--- config.mk ---
export PLATFORM = sky130hd
export DESIGN_NAME = lsic_top
export DESIGN_NICKNAME = d
export VERILOG_FILES = /design/src/rtl/lsic_pkg.sv /design/src/rtl/lsic_half.sv /design/src/rtl/lsic_top.sv
export VERILOG_INCLUDE_DIRS = /design/src /design/src/rtl
export SDC_FILE = /design/constraint.sdc
export NUM_CORES = 1
export LEC_CHECK = 0
export ABC_AREA = 1
export BUFFER_PORTS_ARGS = -buffer_cell sky130_fd_sc_hd__buf_2
export CORE_UTILIZATION = 52
export DETAILED_ROUTE_END_ITERATION = 8
export HOLD_SLACK_MARGIN = 0.06
export PLACE_DENSITY = 0.77
export SLEW_MARGIN = 10
export SYNTH_ARGS = -nofsm -noshare
export SYNTH_HDL_FRONTEND = slang
export SYNTH_SLANG_ARGS = --single-unit
export TNS_END_PERCENT = 10
--- constraint.sdc ---
create_clock -name mclk -period 2.4 [get_ports mclk]
set_input_delay 0.36 -clock mclk [delete_from_list [all_inputs] [get_ports mclk]]
set_output_delay 0.36 -clock mclk [all_outputs]
set_load 0.005 [all_outputs]
--- src/rtl/lsic_consts.svh ---
`ifndef LSIC_CONSTS_SVH
`define LSIC_CONSTS_SVH

// Register offsets (byte addresses on the register port)
`define LSIC_REG_CTRL 8'h00
`define LSIC_REG_LO_CFG 8'h04
`define LSIC_REG_HI_CFG 8'h08
`define LSIC_REG_STATUS 8'h0c

// Control register fields
`define LSIC_CTRL_SUB_LO 0
`define LSIC_CTRL_SUB_HI 1
`define LSIC_CTRL_WARM_LO 4
`define LSIC_CTRL_WARM_HI 5
`define LSIC_CTRL_STOP_LO 8
`define LSIC_CTRL_STOP_HI 9

// Link configuration fields: width 0 = 8 bit, 1 = 16 bit; freq 0 = 200 MHz
`define LSIC_CFG_W 5
`define LSIC_CFG_WOUT 0
`define LSIC_CFG_WIN 1
`define LSIC_CFG_FREQ_LSB 2
`define LSIC_CFG_FREQ_MSB 4
`define LSIC_CFG_RST 5'h00

// Status register fields
`define LSIC_ST_LO_INIT 0
`define LSIC_ST_HI_INIT 1
`define LSIC_ST_SPLIT 2
`define LSIC_ST_LO_MASTER 3
`define LSIC_ST_HI_MASTER 4
`define LSIC_ST_LO_REQ 5
`define LSIC_ST_HI_REQ 6
`define LSIC_ST_LO_ACT_LSB 8
`define LSIC_ST_HI_ACT_LSB 16

// Timing
`define LSIC_MCLK_PS 5000
`define LSIC_RST_HOLD_NS 1000
`define LSIC_HOLD_CYCLES ((`LSIC_RST_HOLD_NS * 1000 + `LSIC_MCLK_PS - 1) / `LSIC_MCLK_PS)
`define LSIC_TXCLK_BASE_HALF 16

`endif

--- src/rtl/lsic_pkg.sv ---
package lsic_pkg;

    typedef enum logic [4:0] {
        st_idle = 5'b00001,
        st_reset = 5'b00010,
        st_train = 5'b00100,
        st_active = 5'b01000,
        st_stop = 5'b10000
    } lsic_state_t;

endpackage : lsic_pkg

--- src/rtl/lsic_half.sv ---
`timescale 1ns/1ps
`include "lsic_consts.svh"
module lsic_half import lsic_pkg::*; #(
    parameter int CNT_W = 8,
    parameter logic [CNT_W-1:0] HOLD_CYCLES = CNT_W'(`LSIC_HOLD_CYCLES)
) (
    // Clock and reset
    input wire logic mclk,
    input wire logic rstn,
    // Control
    input wire logic start,
    input wire logic warm_req,
    input wire logic stop_req,
    input wire logic [`LSIC_CFG_W-1:0] cfg,
    // Synchronised sideband and lane levels
    input wire logic pg_s,
    input wire logic rst_n_s,
    input wire logic stop_n_s,
    input wire logic rx_clk_edge,
    input wire logic rx_ctl_s,
    // Sideband drive values
    output logic pg_out,
    output logic rst_out,
    output logic stop_out,
    // Link state
    output logic link_up,
    output logic train_ctl,
    output logic tx_clk,
    output logic [`LSIC_CFG_W-1:0] act_cfg
);

    lsic_state_t state;
    lsic_state_t next_state;
    logic [CNT_W-1:0] cnt;
    logic [7:0] div_cnt;
    logic clk_seen;

    wire hold_done = (cnt == '0);
    wire far_reset = ~rst_n_s | ~pg_s;
    wire entering = (next_state != state);
    wire [7:0] half_period = 8'(`LSIC_TXCLK_BASE_HALF) >> act_cfg[`LSIC_CFG_FREQ_MSB:`LSIC_CFG_FREQ_LSB];
    wire [7:0] div_top = (half_period == 8'h00) ? 8'h00 : half_period - 8'h01;
    wire clk_run = (state == st_train) || (state == st_active);

    always_comb begin
        next_state = state;
        case (state)
            st_idle: begin
                if (start) next_state = st_reset;
            end
            st_reset: begin
                if (hold_done && !far_reset) next_state = st_train;
            end
            st_train, st_active: begin
                if (warm_req || far_reset) next_state = st_reset;
                else if (stop_req || !stop_n_s) next_state = st_stop;
                else if (state == st_train && rx_ctl_s && clk_seen) next_state = st_active;
            end
            st_stop: begin
                if (far_reset) next_state = st_reset;
                else if (hold_done && stop_n_s) next_state = st_train;
            end
            default: next_state = st_idle;
        endcase
        if (!start) next_state = st_idle;
    end

    always_ff @(posedge mclk) begin
        if (!rstn) begin
            state <= st_idle;
            cnt <= '0;
            clk_seen <= 1'b0;
        end else begin
            state <= next_state;
            if (entering && (next_state == st_reset || next_state == st_stop)) cnt <= HOLD_CYCLES;
            else if (!hold_done) cnt <= cnt - 1'b1;
            clk_seen <= (state == st_train) && (clk_seen || rx_clk_edge);
        end
    end

    // New width and frequency only take hold on entry to training
    always_ff @(posedge mclk) begin
        if (!rstn) act_cfg <= `LSIC_CFG_RST;
        else if (entering && next_state == st_train) act_cfg <= cfg;
    end

    always_ff @(posedge mclk) begin
        if (!rstn || !clk_run) begin
            div_cnt <= 8'h00;
            tx_clk <= 1'b0;
        end else if (div_cnt >= div_top) begin
            div_cnt <= 8'h00;
            tx_clk <= ~tx_clk;
        end else begin
            div_cnt <= div_cnt + 8'h01;
        end
    end

    assign pg_out = (state != st_idle);
    assign rst_out = ~((state == st_idle) || (state == st_reset && !hold_done));
    assign stop_out = ~(state == st_stop && !hold_done);
    assign link_up = (state == st_active);
    assign train_ctl = (state == st_train) || (state == st_active);

endmodule : lsic_half

--- src/rtl/lsic_top.sv ---
// The implementer's own choices: the address map and the strobed register port.
`timescale 1ns/1ps
`include "lsic_consts.svh"
module lsic_top import lsic_pkg::*; #(
    parameter int CNT_W = 8
) (
    // Clock and reset
    input wire logic mclk,
    input wire logic rstn,
    // Straps
    input wire logic split_link_strap,
    input wire logic lower_half_master_strap,
    input wire logic upper_half_master_strap,
    // Register port
    input wire logic [7:0] reg_addr,
    input wire logic [31:0] reg_wdata,
    input wire logic reg_wr,
    input wire logic reg_rd,
    output logic [31:0] reg_rdata,
    // Lower sideband
    input wire logic lower_power_good_in,
    output logic lower_power_good_out,
    output logic lower_power_good_oe,
    input wire logic lower_link_reset_n_in,
    output logic lower_link_reset_n_out,
    output logic lower_link_reset_n_oe,
    input wire logic lower_link_stop_n_in,
    output logic lower_link_stop_n_out,
    output logic lower_link_stop_n_oe,
    input wire logic lower_link_request_n,
    // Upper sideband
    input wire logic upper_power_good_in,
    output logic upper_power_good_out,
    output logic upper_power_good_oe,
    input wire logic upper_link_reset_n_in,
    output logic upper_link_reset_n_out,
    output logic upper_link_reset_n_oe,
    input wire logic upper_link_stop_n_in,
    output logic upper_link_stop_n_out,
    output logic upper_link_stop_n_oe,
    input wire logic upper_link_request_n,
    // Link lanes
    input wire logic [1:0] rx_clk,
    input wire logic [1:0] rx_ctl,
    input wire logic [15:0] rx_cad,
    output logic [1:0] tx_clk,
    output logic [1:0] tx_ctl,
    output logic [15:0] tx_cad,
    // User lane data
    input wire logic [1:0] usr_tx_ctl,
    input wire logic [15:0] usr_tx_cad,
    output logic [15:0] usr_rx_cad,
    // Outbound requests
    input wire logic req_valid,
    input wire logic req_addr40,
    output logic req_ready,
    output logic req_go_lower,
    output logic req_go_upper,
    output logic req_bridge,
    // Inbound requests
    input wire logic in_valid,
    input wire logic in_upper,
    input wire logic in_hit,
    output logic in_accept,
    output logic in_forward,
    output logic in_bad
);

    localparam int PIN_W = 31;

    // Clamp a configuration to 8-bit width where 16 is not possible
    function automatic logic [`LSIC_CFG_W-1:0] lsic_limit(input logic [`LSIC_CFG_W-1:0] c, input logic allow16);
        logic [`LSIC_CFG_W-1:0] r;
        r = c;
        r[`LSIC_CFG_WOUT] = c[`LSIC_CFG_WOUT] & allow16;
        r[`LSIC_CFG_WIN] = c[`LSIC_CFG_WIN] & allow16;
        return r;
    endfunction : lsic_limit

    // Pin synchronisers
    logic [PIN_W-1:0] pin_s1;
    logic [PIN_W-1:0] pin_s2;
    logic [1:0] rx_clk_q;

    wire [PIN_W-1:0] pin_raw = {split_link_strap, lower_half_master_strap, upper_half_master_strap,
                                lower_power_good_in, lower_link_reset_n_in, lower_link_stop_n_in,
                                lower_link_request_n,
                                upper_power_good_in, upper_link_reset_n_in, upper_link_stop_n_in,
                                upper_link_request_n,
                                rx_clk, rx_ctl, rx_cad};

    always_ff @(posedge mclk) begin
        if (!rstn) begin
            pin_s1 <= '0;
            pin_s2 <= '0;
        end else begin
            pin_s1 <= pin_raw;
            pin_s2 <= pin_s1;
        end
    end

    always_ff @(posedge mclk) begin
        if (!rstn) rx_clk_q <= 2'h0;
        else rx_clk_q <= pin_s2[19:18];
    end

    wire split_s = pin_s2[30];
    wire lo_master_s = pin_s2[29];
    wire hi_master_s = pin_s2[28];
    wire lo_pg_s = pin_s2[27];
    wire lo_rst_n_s = pin_s2[26];
    wire lo_stop_n_s = pin_s2[25];
    wire lo_req_n_s = pin_s2[24];
    wire hi_pg_s = pin_s2[23];
    wire hi_rst_n_s = pin_s2[22];
    wire hi_stop_n_s = pin_s2[21];
    wire hi_req_n_s = pin_s2[20];
    wire [1:0] rx_clk_s = pin_s2[19:18];
    wire [1:0] rx_ctl_s = pin_s2[17:16];
    wire [15:0] rx_cad_s = pin_s2[15:0];
    wire [1:0] rx_clk_edge = rx_clk_s ^ rx_clk_q;

    // Strap capture: synchronisers must fill before the straps are trusted
    logic [1:0] boot_cnt;
    logic split;
    logic lo_master;
    logic hi_master;
    logic [1:0] sub_role;

    wire boot_done = (boot_cnt == 2'h3);
    wire boot_take = (boot_cnt == 2'h2);

    // Register decode
    wire sel_ctrl = (reg_addr == `LSIC_REG_CTRL);
    wire sel_lo = (reg_addr == `LSIC_REG_LO_CFG);
    wire sel_hi = (reg_addr == `LSIC_REG_HI_CFG);
    wire sel_st = (reg_addr == `LSIC_REG_STATUS);
    wire wr_ctrl = reg_wr && sel_ctrl;
    wire warm_lo = wr_ctrl && reg_wdata[`LSIC_CTRL_WARM_LO];
    wire warm_hi = wr_ctrl && reg_wdata[`LSIC_CTRL_WARM_HI];
    wire stop_lo = wr_ctrl && reg_wdata[`LSIC_CTRL_STOP_LO];
    wire stop_hi = wr_ctrl && reg_wdata[`LSIC_CTRL_STOP_HI];

    always_ff @(posedge mclk) begin
        if (!rstn) begin
            boot_cnt <= 2'h0;
            split <= 1'b0;
            lo_master <= 1'b0;
            hi_master <= 1'b0;
        end else begin
            if (!boot_done) boot_cnt <= boot_cnt + 2'h1;
            if (boot_take) begin
                split <= split_s;
                lo_master <= lo_master_s;
                hi_master <= hi_master_s;
            end
        end
    end

    always_ff @(posedge mclk) begin
        if (!rstn) sub_role <= 2'h0;
        else if (boot_take) sub_role <= {~hi_master_s, ~lo_master_s};
        else if (wr_ctrl) sub_role <= {reg_wdata[`LSIC_CTRL_SUB_HI], reg_wdata[`LSIC_CTRL_SUB_LO]};
    end

    // Programmed link settings; cold reset returns both to the minimum
    logic [`LSIC_CFG_W-1:0] lo_cfg;
    logic [`LSIC_CFG_W-1:0] hi_cfg;

    always_ff @(posedge mclk) begin
        if (!rstn) begin
            lo_cfg <= `LSIC_CFG_RST;
            hi_cfg <= `LSIC_CFG_RST;
        end else if (reg_wr) begin
            if (sel_lo) lo_cfg <= reg_wdata[`LSIC_CFG_W-1:0];
            if (sel_hi) hi_cfg <= reg_wdata[`LSIC_CFG_W-1:0];
        end
    end

    // Half controllers
    logic lo_pg_o;
    logic lo_rst_o;
    logic lo_stop_o;
    logic lo_up;
    logic lo_train;
    logic lo_tclk;
    logic [`LSIC_CFG_W-1:0] lo_act;
    logic hi_pg_o;
    logic hi_rst_o;
    logic hi_stop_o;
    logic hi_up;
    logic hi_train;
    logic hi_tclk;
    logic [`LSIC_CFG_W-1:0] hi_act;

    // Unsplit, the lower half owns both clock lanes
    wire lo_clk_edge = rx_clk_edge[0] | (~split & rx_clk_edge[1]);
    wire hi_start = boot_done & split;

    lsic_half #(.CNT_W(CNT_W)) u_lower (
        .mclk(mclk),
        .rstn(rstn),
        .start(boot_done),
        .warm_req(warm_lo),
        .stop_req(stop_lo),
        .cfg(lsic_limit(lo_cfg, ~split)),
        .pg_s(lo_pg_s),
        .rst_n_s(lo_rst_n_s),
        .stop_n_s(lo_stop_n_s),
        .rx_clk_edge(lo_clk_edge),
        .rx_ctl_s(rx_ctl_s[0]),
        .pg_out(lo_pg_o),
        .rst_out(lo_rst_o),
        .stop_out(lo_stop_o),
        .link_up(lo_up),
        .train_ctl(lo_train),
        .tx_clk(lo_tclk),
        .act_cfg(lo_act)
    );

    lsic_half #(.CNT_W(CNT_W)) u_upper (
        .mclk(mclk),
        .rstn(rstn),
        .start(hi_start),
        .warm_req(warm_hi),
        .stop_req(stop_hi),
        .cfg(lsic_limit(hi_cfg, 1'b0)),
        .pg_s(hi_pg_s),
        .rst_n_s(hi_rst_n_s),
        .stop_n_s(hi_stop_n_s),
        .rx_clk_edge(rx_clk_edge[1]),
        .rx_ctl_s(rx_ctl_s[1]),
        .pg_out(hi_pg_o),
        .rst_out(hi_rst_o),
        .stop_out(hi_stop_o),
        .link_up(hi_up),
        .train_ctl(hi_train),
        .tx_clk(hi_tclk),
        .act_cfg(hi_act)
    );

    // Sideband pins: masters drive and still read back, the upper master only when split; slaves only listen
    wire lo_drive = lo_master;
    wire hi_drive = hi_master & split;

    assign lower_power_good_out = lo_pg_o;
    assign lower_link_reset_n_out = lo_rst_o;
    assign lower_link_stop_n_out = lo_stop_o;
    assign lower_power_good_oe = lo_drive;
    assign lower_link_reset_n_oe = lo_drive;
    assign lower_link_stop_n_oe = lo_drive;
    assign upper_power_good_out = hi_pg_o;
    assign upper_link_reset_n_out = hi_rst_o;
    assign upper_link_stop_n_out = hi_stop_o;
    assign upper_power_good_oe = hi_drive;
    assign upper_link_reset_n_oe = hi_drive;
    assign upper_link_stop_n_oe = hi_drive;

    // Lane routing
    wire lo_wide_out = ~split & lo_act[`LSIC_CFG_WOUT];
    wire lo_wide_in = ~split & lo_act[`LSIC_CFG_WIN];
    wire [7:0] next_tx_lo = lo_up ? usr_tx_cad[7:0] : 8'h00;
    wire [7:0] next_tx_hi = split ? (hi_up ? usr_tx_cad[15:8] : 8'h00)
                                  : ((lo_up & lo_wide_out) ? usr_tx_cad[15:8] : 8'h00);
    wire next_ctl0 = lo_up ? usr_tx_ctl[0] : lo_train;
    wire next_ctl1 = split & (hi_up ? usr_tx_ctl[1] : hi_train);
    wire [7:0] next_rx_lo = lo_up ? rx_cad_s[7:0] : 8'h00;
    wire [7:0] next_rx_hi = split ? (hi_up ? rx_cad_s[15:8] : 8'h00)
                                  : ((lo_up & lo_wide_in) ? rx_cad_s[15:8] : 8'h00);

    always_ff @(posedge mclk) begin
        if (!rstn) begin
            tx_cad <= 16'h0000;
            tx_ctl <= 2'h0;
            tx_clk <= 2'h0;
            usr_rx_cad <= 16'h0000;
        end else begin
            tx_cad <= {next_tx_hi, next_tx_lo};
            tx_ctl <= {next_ctl1, next_ctl0};
            tx_clk <= {split ? hi_tclk : lo_tclk, lo_tclk};
            usr_rx_cad <= {next_rx_hi, next_rx_lo};
        end
    end

    // Outbound requests: bit 40 picks the half in split mode
    wire req_upper = req_addr40;
    wire req_tgt_up = req_upper ? (split & hi_up) : lo_up;
    wire req_take = req_valid & req_tgt_up;
    assign req_ready = req_tgt_up;

    // Inbound requests: a window miss is forwarded or refused per role
    wire in_sub = in_upper ? sub_role[1] : sub_role[0];
    wire in_ok = in_upper ? (split & hi_up) : lo_up;
    wire in_take = in_valid & in_ok;

    always_ff @(posedge mclk) begin
        if (!rstn) begin
            req_go_lower <= 1'b0;
            req_go_upper <= 1'b0;
            req_bridge <= 1'b0;
            in_accept <= 1'b0;
            in_forward <= 1'b0;
            in_bad <= 1'b0;
        end else begin
            req_go_lower <= req_take & ~req_upper;
            req_go_upper <= req_take & req_upper;
            if (req_take) req_bridge <= ~(req_upper ? sub_role[1] : sub_role[0]);
            in_accept <= in_take & in_hit;
            in_forward <= in_take & ~in_hit & ~in_sub;
            in_bad <= in_take & ~in_hit & in_sub;
        end
    end

    // Register read
    wire [7:0] lo_status = {3'h0, lo_act};
    wire [7:0] hi_status = {3'h0, hi_act};
    wire [31:0] ctrl_rd = {30'h0, sub_role};
    wire [31:0] status_rd = {8'h00, hi_status, lo_status, 1'b0,
                             ~hi_req_n_s & split, ~lo_req_n_s,
                             hi_master, lo_master, split,
                             hi_up, lo_up};
    wire [31:0] next_rdata = sel_ctrl ? ctrl_rd
                           : sel_lo ? {27'h0, lo_cfg}
                           : sel_hi ? {27'h0, hi_cfg}
                           : sel_st ? status_rd
                           : 32'h0000_0000;

    always_ff @(posedge mclk) begin
        if (!rstn) reg_rdata <= 32'h0000_0000;
        else if (reg_rd) reg_rdata <= next_rdata;
        else reg_rdata <= 32'h0000_0000;
    end

endmodule : lsic_top

# Yosys cells after proc, flatten, opt, wreduce, memory -nomap -nowiden
# Index checks and enable logic that the tools add are counted.
totals:
  input_bits: 98
  elab_cells: 228
  out_inout_bits: 87
  ff_bits: 192
op_classes:
  order_cmp: 2
  n_shift: 2
  n_eq_ne: 27
  n_mux: 41
  addsub: 7
  n_bitwise: 46
  reduce_logical: 64
ops:
  columns: ["cell", "count"]
  rows:
  - ["$mux W8", 12]
  - ["$mux W5", 17]
  - ["$logic_not A8 Y1", 5]
  - ["$pmux W5 S4", 2]
  - ["$sub A8 B1 Y8 const B", 4]
  - ["$logic_and A1 B1 Y1", 23]
  - ["$not A1 Y1", 22]
  - ["$and A1 B1 Y1", 20]
  - ["$eq A5 B2 Y1 const B", 4]
  - ["$eq A5 B3 Y1 const B", 4]
  - ["$eq A5 B5 Y1 const B", 4]
  - ["$add A8 B1 Y8 const B", 2]
  - ["$eq A8 B4 Y1 const B", 2]
  - ["$ge A8 B8 Y1", 2]
  - ["$shr A5 B3 Y8 const A", 2]
  - ["$logic_or A1 B1 Y1", 14]
  - ["$reduce_or A2 Y1", 6]
  - ["$eq A5 B1 Y1 const B", 2]
  - ["$eq A5 B4 Y1 const B", 2]
  - ["$ne A5 B1 Y1 const B", 2]
  - ["$ne A5 B5 Y1", 2]
  - ["$logic_not A1 Y1", 9]
  - ["$eq A8 B3 Y1 const B", 1]
  - ["$reduce_and A2 Y1", 4]
  - ["other kinds (10)", 22]

# Longest topological paths before layout
depth:
  word_depth: 12
  depth_mapped: 17
  mapped_depth_nobuf: 17

# Modules after synthesis
# From an unflattened synthesis, not the netlist that was laid out.
hier_totals:
  cells_unflattened: 1014
  area_unflattened_um2: 7812.5
modules_own_cells:
  columns: ["module", "area_each_um2", "seq_area_each_um2", "instances", "cells_per_inst"]
  rows:
  - ["lsic_top", 4742.0, 2802.7, 1, 575]
  - ["lsic_half at u_lower", 1541.5, 560.5, 1, 221]
  - ["lsic_half at u_upper", 1529.0, 560.5, 1, 218]

# Worst setup path after synthesis
# Ideal clock, no wire load.
synth_path:
  path_type: "reg2reg"
  from: "register u_upper.act_cfg[4]"
  to: "register u_upper.div_cnt[2]"
  arrival_time_ps: 2055
  period_less_slack_ps: 2133
  n_path_buf: 0
  setup_slack_ps: 267
  t_required_ps: 2322
  stages_incl_launch_ff: 13
  cell_sequence: "dfxtp_1 inv_1 nand3_1 ha_1 inv_1 nand2_1 ha_1 o21a_1 o21a_1 o21ai_0 nand3_1 or2_2 nor3_1"
synth_via:
  elab_chain_cells: 5
  word_cells_on_any_way: 6
  classes_between: "add/sub (1); order compare (1); shift (1); mux (1); reduce/logical (2)"
synth_lines:
  columns: ["item", "line", "text"]
  rows:
  - ["start, declared", "lsic_half.sv:29", "output logic [`LSIC_CFG_W-1:0] act_cfg"]
  - ["start signal, assigned", "lsic_half.sv:83", "if (!rstn) act_cfg <= `LSIC_CFG_RST;"]
  - ["start signal, assigned", "lsic_half.sv:84", "else if (entering && next_state == st_train) act_cfg <= cfg;"]
  - ["$shr A5 B3 Y8 *", "lsic_half.sv:41", "wire [7:0] half_period = 8'(`LSIC_TXCLK_BASE_HALF) >> act_cfg[`LSIC_CFG_FREQ_MSB:`LSIC_CFG_FREQ_LSB];"]
  - ["$sub A8 B1 Y8 or $logic_not A8 Y1 (tied branches)", "lsic_half.sv:42", "wire [7:0] div_top = (half_period == 8'h00) ? 8'h00 : half_period - 8'h01;"]
  - ["$mux W8 *", "lsic_half.sv:42", null]
  - ["$ge A8 B8 Y1 *", "lsic_half.sv:91", "end else if (div_cnt >= div_top) begin"]
  - ["$reduce_or A2 Y1 (no line) *", null, null]
  - ["end signal, assigned", "lsic_half.sv:95", "div_cnt <= div_cnt + 8'h01;"]
  - ["end, declared", "lsic_half.sv:35", "logic [7:0] div_cnt;"]
# Mark *: on every way between the ends. The rest lies on a longest branch, timed or not.
# A chain may end at the register's enable or synchronous reset.

# Final worst setup path
# Ends and elaborated chain as after synthesis.

==> results.ini <==
[status]
status=completed

[pwr]
power.total_mw=7.45
p_leak_nw=4.79
p_per_area_mw_per_mm2=821
vdd_drop_max_uv=627

[worst_setup_path]
endpoint_kind=flip-flop
crit_type=reg2reg
cpMaxStageDelayCell=dfxtp_1
worstPathCellList=inv_2 > nand3_1 > ha_1 > inv_1 > nand2_1 > ha_1 > o21a_1 > o21a_1 > o21ai_1 > nand3_1 > or2_4 > nor3_1
critical_path_arrival_ps=2610
regToRegSetupSlack_ps=140
cpPeakStageDelay_ps=360
critPathMaxFanout=5
startpoint_type=flip-flop
required_ps=2750
crit_buf_inv=2
critical_path.top_delay_family=simple AND/OR/NAND/NOR gates

[synthesis]
synth_edf_count=0
synth_area_leaders=dfxtp_1 51%, nand2_1 10%, inv_1 7.9%, nor2_1 6.4%, ha_1 3.3%
yosys.cell_count.top_type=nand2_1
yosys_register_bits=192
yosys_warnings=0
synth.distinct_cells=41
synthArstFlopShare_pct=0
yosysSeqAreaShare_pct=50.6
yosys.area.top_type=dfxtp_1
synthFlopType=dfxtp_1
syn_inst=976
netlist_area_mm2=0.00760
netlist.area_leader.share_pct=50.6
syn_area_per_cell_um2=7.78
synth_common_cells=204 x nand2_1, 192 x dfxtp_1, 160 x inv_1

[sta]
fin_crit_ps=2260
finClkSkew_ps=6.75
timing.hold.ws_ps=113
drv_slew=0
setup_violations=0
post-route-period-util_pct=94.2
max_slew_margin_pct=62.5
worst_slew_pin_slew_ps=562
timing.setup.tns_ps=0
finalHoldViolCount=0
clock.fmax_mhz=442
rsz0062_at_grt=yes

[die]
die_h_um=123
io_pins=185
rows=43
die_area_mm2=0.0151
core_mm2=0.0140
initial_core_util_pct=54.1
die_w_um=123

[final_layout]
fill_cells=1176
final_util_pct=64.6
area_delta_synth_final_pct=19.4
nets=1251
diodes=0
drive_above_1_share_pct=20.9

[detailed_routing]
vias=6160
post_drt_wl_per_cell_um=11.3
drt_pass1_iterations=5
drt_iter0_drc=267
drc_errors=0
routed_wl_um=15000
antenna_left=0
via_per_inst=4.65

[global_routing]
grt_pass1_wl_um=24500
use_met1_pct=26.2
grt_busiest_layer=met2
grt_overflow=0
grt_max_degree=44
grt_pass1_vias=5390
met2_usage_pct=35.3
groute.usage.overall_pct=21.0
antenna_found_initial=0
grt_util_met3_pct=4.69

[clocking]
h-tree-depth=4
cts-hold-fix-buffers=0
cts.sinks=192
clk_path_buf_depth=2
cts_tree=yes
cts-root-buf=clkbuf_16
clk_pin_slew_worst_paths_ps=70
cts_buffers=17
worstSkewPairLatency_ps=430
cts_setup_buffers=0

[place]
io_buffers=143
place_congestion=0.913
hpwl_um=11200

[min_path]
min_path_type=in2reg

[run]
maxCapViolCount=0

metal layers:
layer,up-vias,share of wire [%]
met2,185,47
li1,3280,-
met4,0,1.0
met3,11,5.9
met1,2684,46
met5,-,0
cell usage in the layout, fill, tap and decap left out, drive strengths merged, types with 6 or more instances in the layout:
cell type / synthesis / layout
inv: 167 / 173
dfxtp: 192 / 192
conb: 1 / 23
a21oi: 35 / 35
xor2: 14 / 14
buf: 24 / 154
nand3: 48 / 48
clkbuf: 14 / 17
nor2: 153 / 153
nand2: 212 / 212
ha: 20 / 20
nor3: 16 / 16
o21ai: 36 / 36
nand4: 6 / 6
clkinv: 1 / 7
tightest hold or removal path, delay by kind of cell:
| kind | cells | cell delay (ps) |
|---|---|---|
| AND/OR/NAND/NOR | 1 | 40 |
| buffers and inverters | 2 | 110 |
metrics by stage:
| step | std cells | worst slack [ps] | cell area, µm² |
|---|---|---|---|
| 2_1_floorplan | 998 | 267 | 7680 |
| 3_3_place_gp | 1294 | 115 | 8480 |
| 3_5_place_dp | 1294 | 41.0 | 8480 |
| 4_1_cts | 1326 | 29.3 | 9060 |
| 5_1_grt | 1326 | -26.0 | 9070 |
| 6_report | 1326 | 139 | 9070 |
final cells by class:
| class | instances | area (µm²) | share of cell area (%) |
|---|---|---|---|
| Clock buffer | 17 | 425 | 4.69 |
| Timing Repair Buffer | 154 | 801 | 8.83 |
| Sequential cell | 192 | 3840 | 42.4 |
| Clock inverter | 15 | 151 | 1.67 |
| Inverter | 168 | 631 | 6.95 |
| Multi-Input combinational cell | 600 | 3000 | 33.0 |
| Tap cell | 180 | 225 | 2.48 |
path summary, 6_finish.rpt:
kind | startpoint | end | depth (start not counted)
min reg2reg | pin_s2[20] | reg_rdata[6] | 1
max | u_upper.act_cfg[4] | u_upper.div_cnt[2] | 12
max reg2reg | u_upper.act_cfg[4] | u_upper.div_cnt[2] | 12
min | rx_ctl[1] | pin_s1[17] | 3
power breakdown:
group / switching, mW / internal, mW / total (mW)
Sequential: 0.145 / 3.39 / 3.53
Combinational: 0.723 / 0.490 / 1.21
Clock: 1.24 / 1.46 / 2.70
sequential cells by signal, summed over array words and instances, names as in the netlist, 3 cells and up:
register         cells
usr_rx_cad          16
reg_rdata           15
u_upper.div_cnt      8
u_lower.state        5
u_lower.cnt          8
u_lower.div_cnt      8
hi_cfg               5
u_upper.cnt          8
pin_s1              31
u_upper.act_cfg      3
u_upper.state        5
lo_cfg               5
tx_cad              16
u_lower.act_cfg      5
pin_s2              31
logic make-up (layout without fill, tap and decap cells):
logic type      after synthesis  count (layout)  synth area share, %
simple gates                448             448                 25.8
buf+inv                     206             354                 11.3
flops                       192             192                 50.6
compound gates               90              90                 6.80
fa+ha+maj                    20              20                 3.29
xor+xnor                     19              19                 2.19
other cells                   1              23               0.0494
what timing repair did:
item,in CTS,in global routing
cloned,0,0
gates resized for setup,1,6
setup endpoints to repair,1,10
pin swaps,0,0
(Power assumes the default switching activity.)
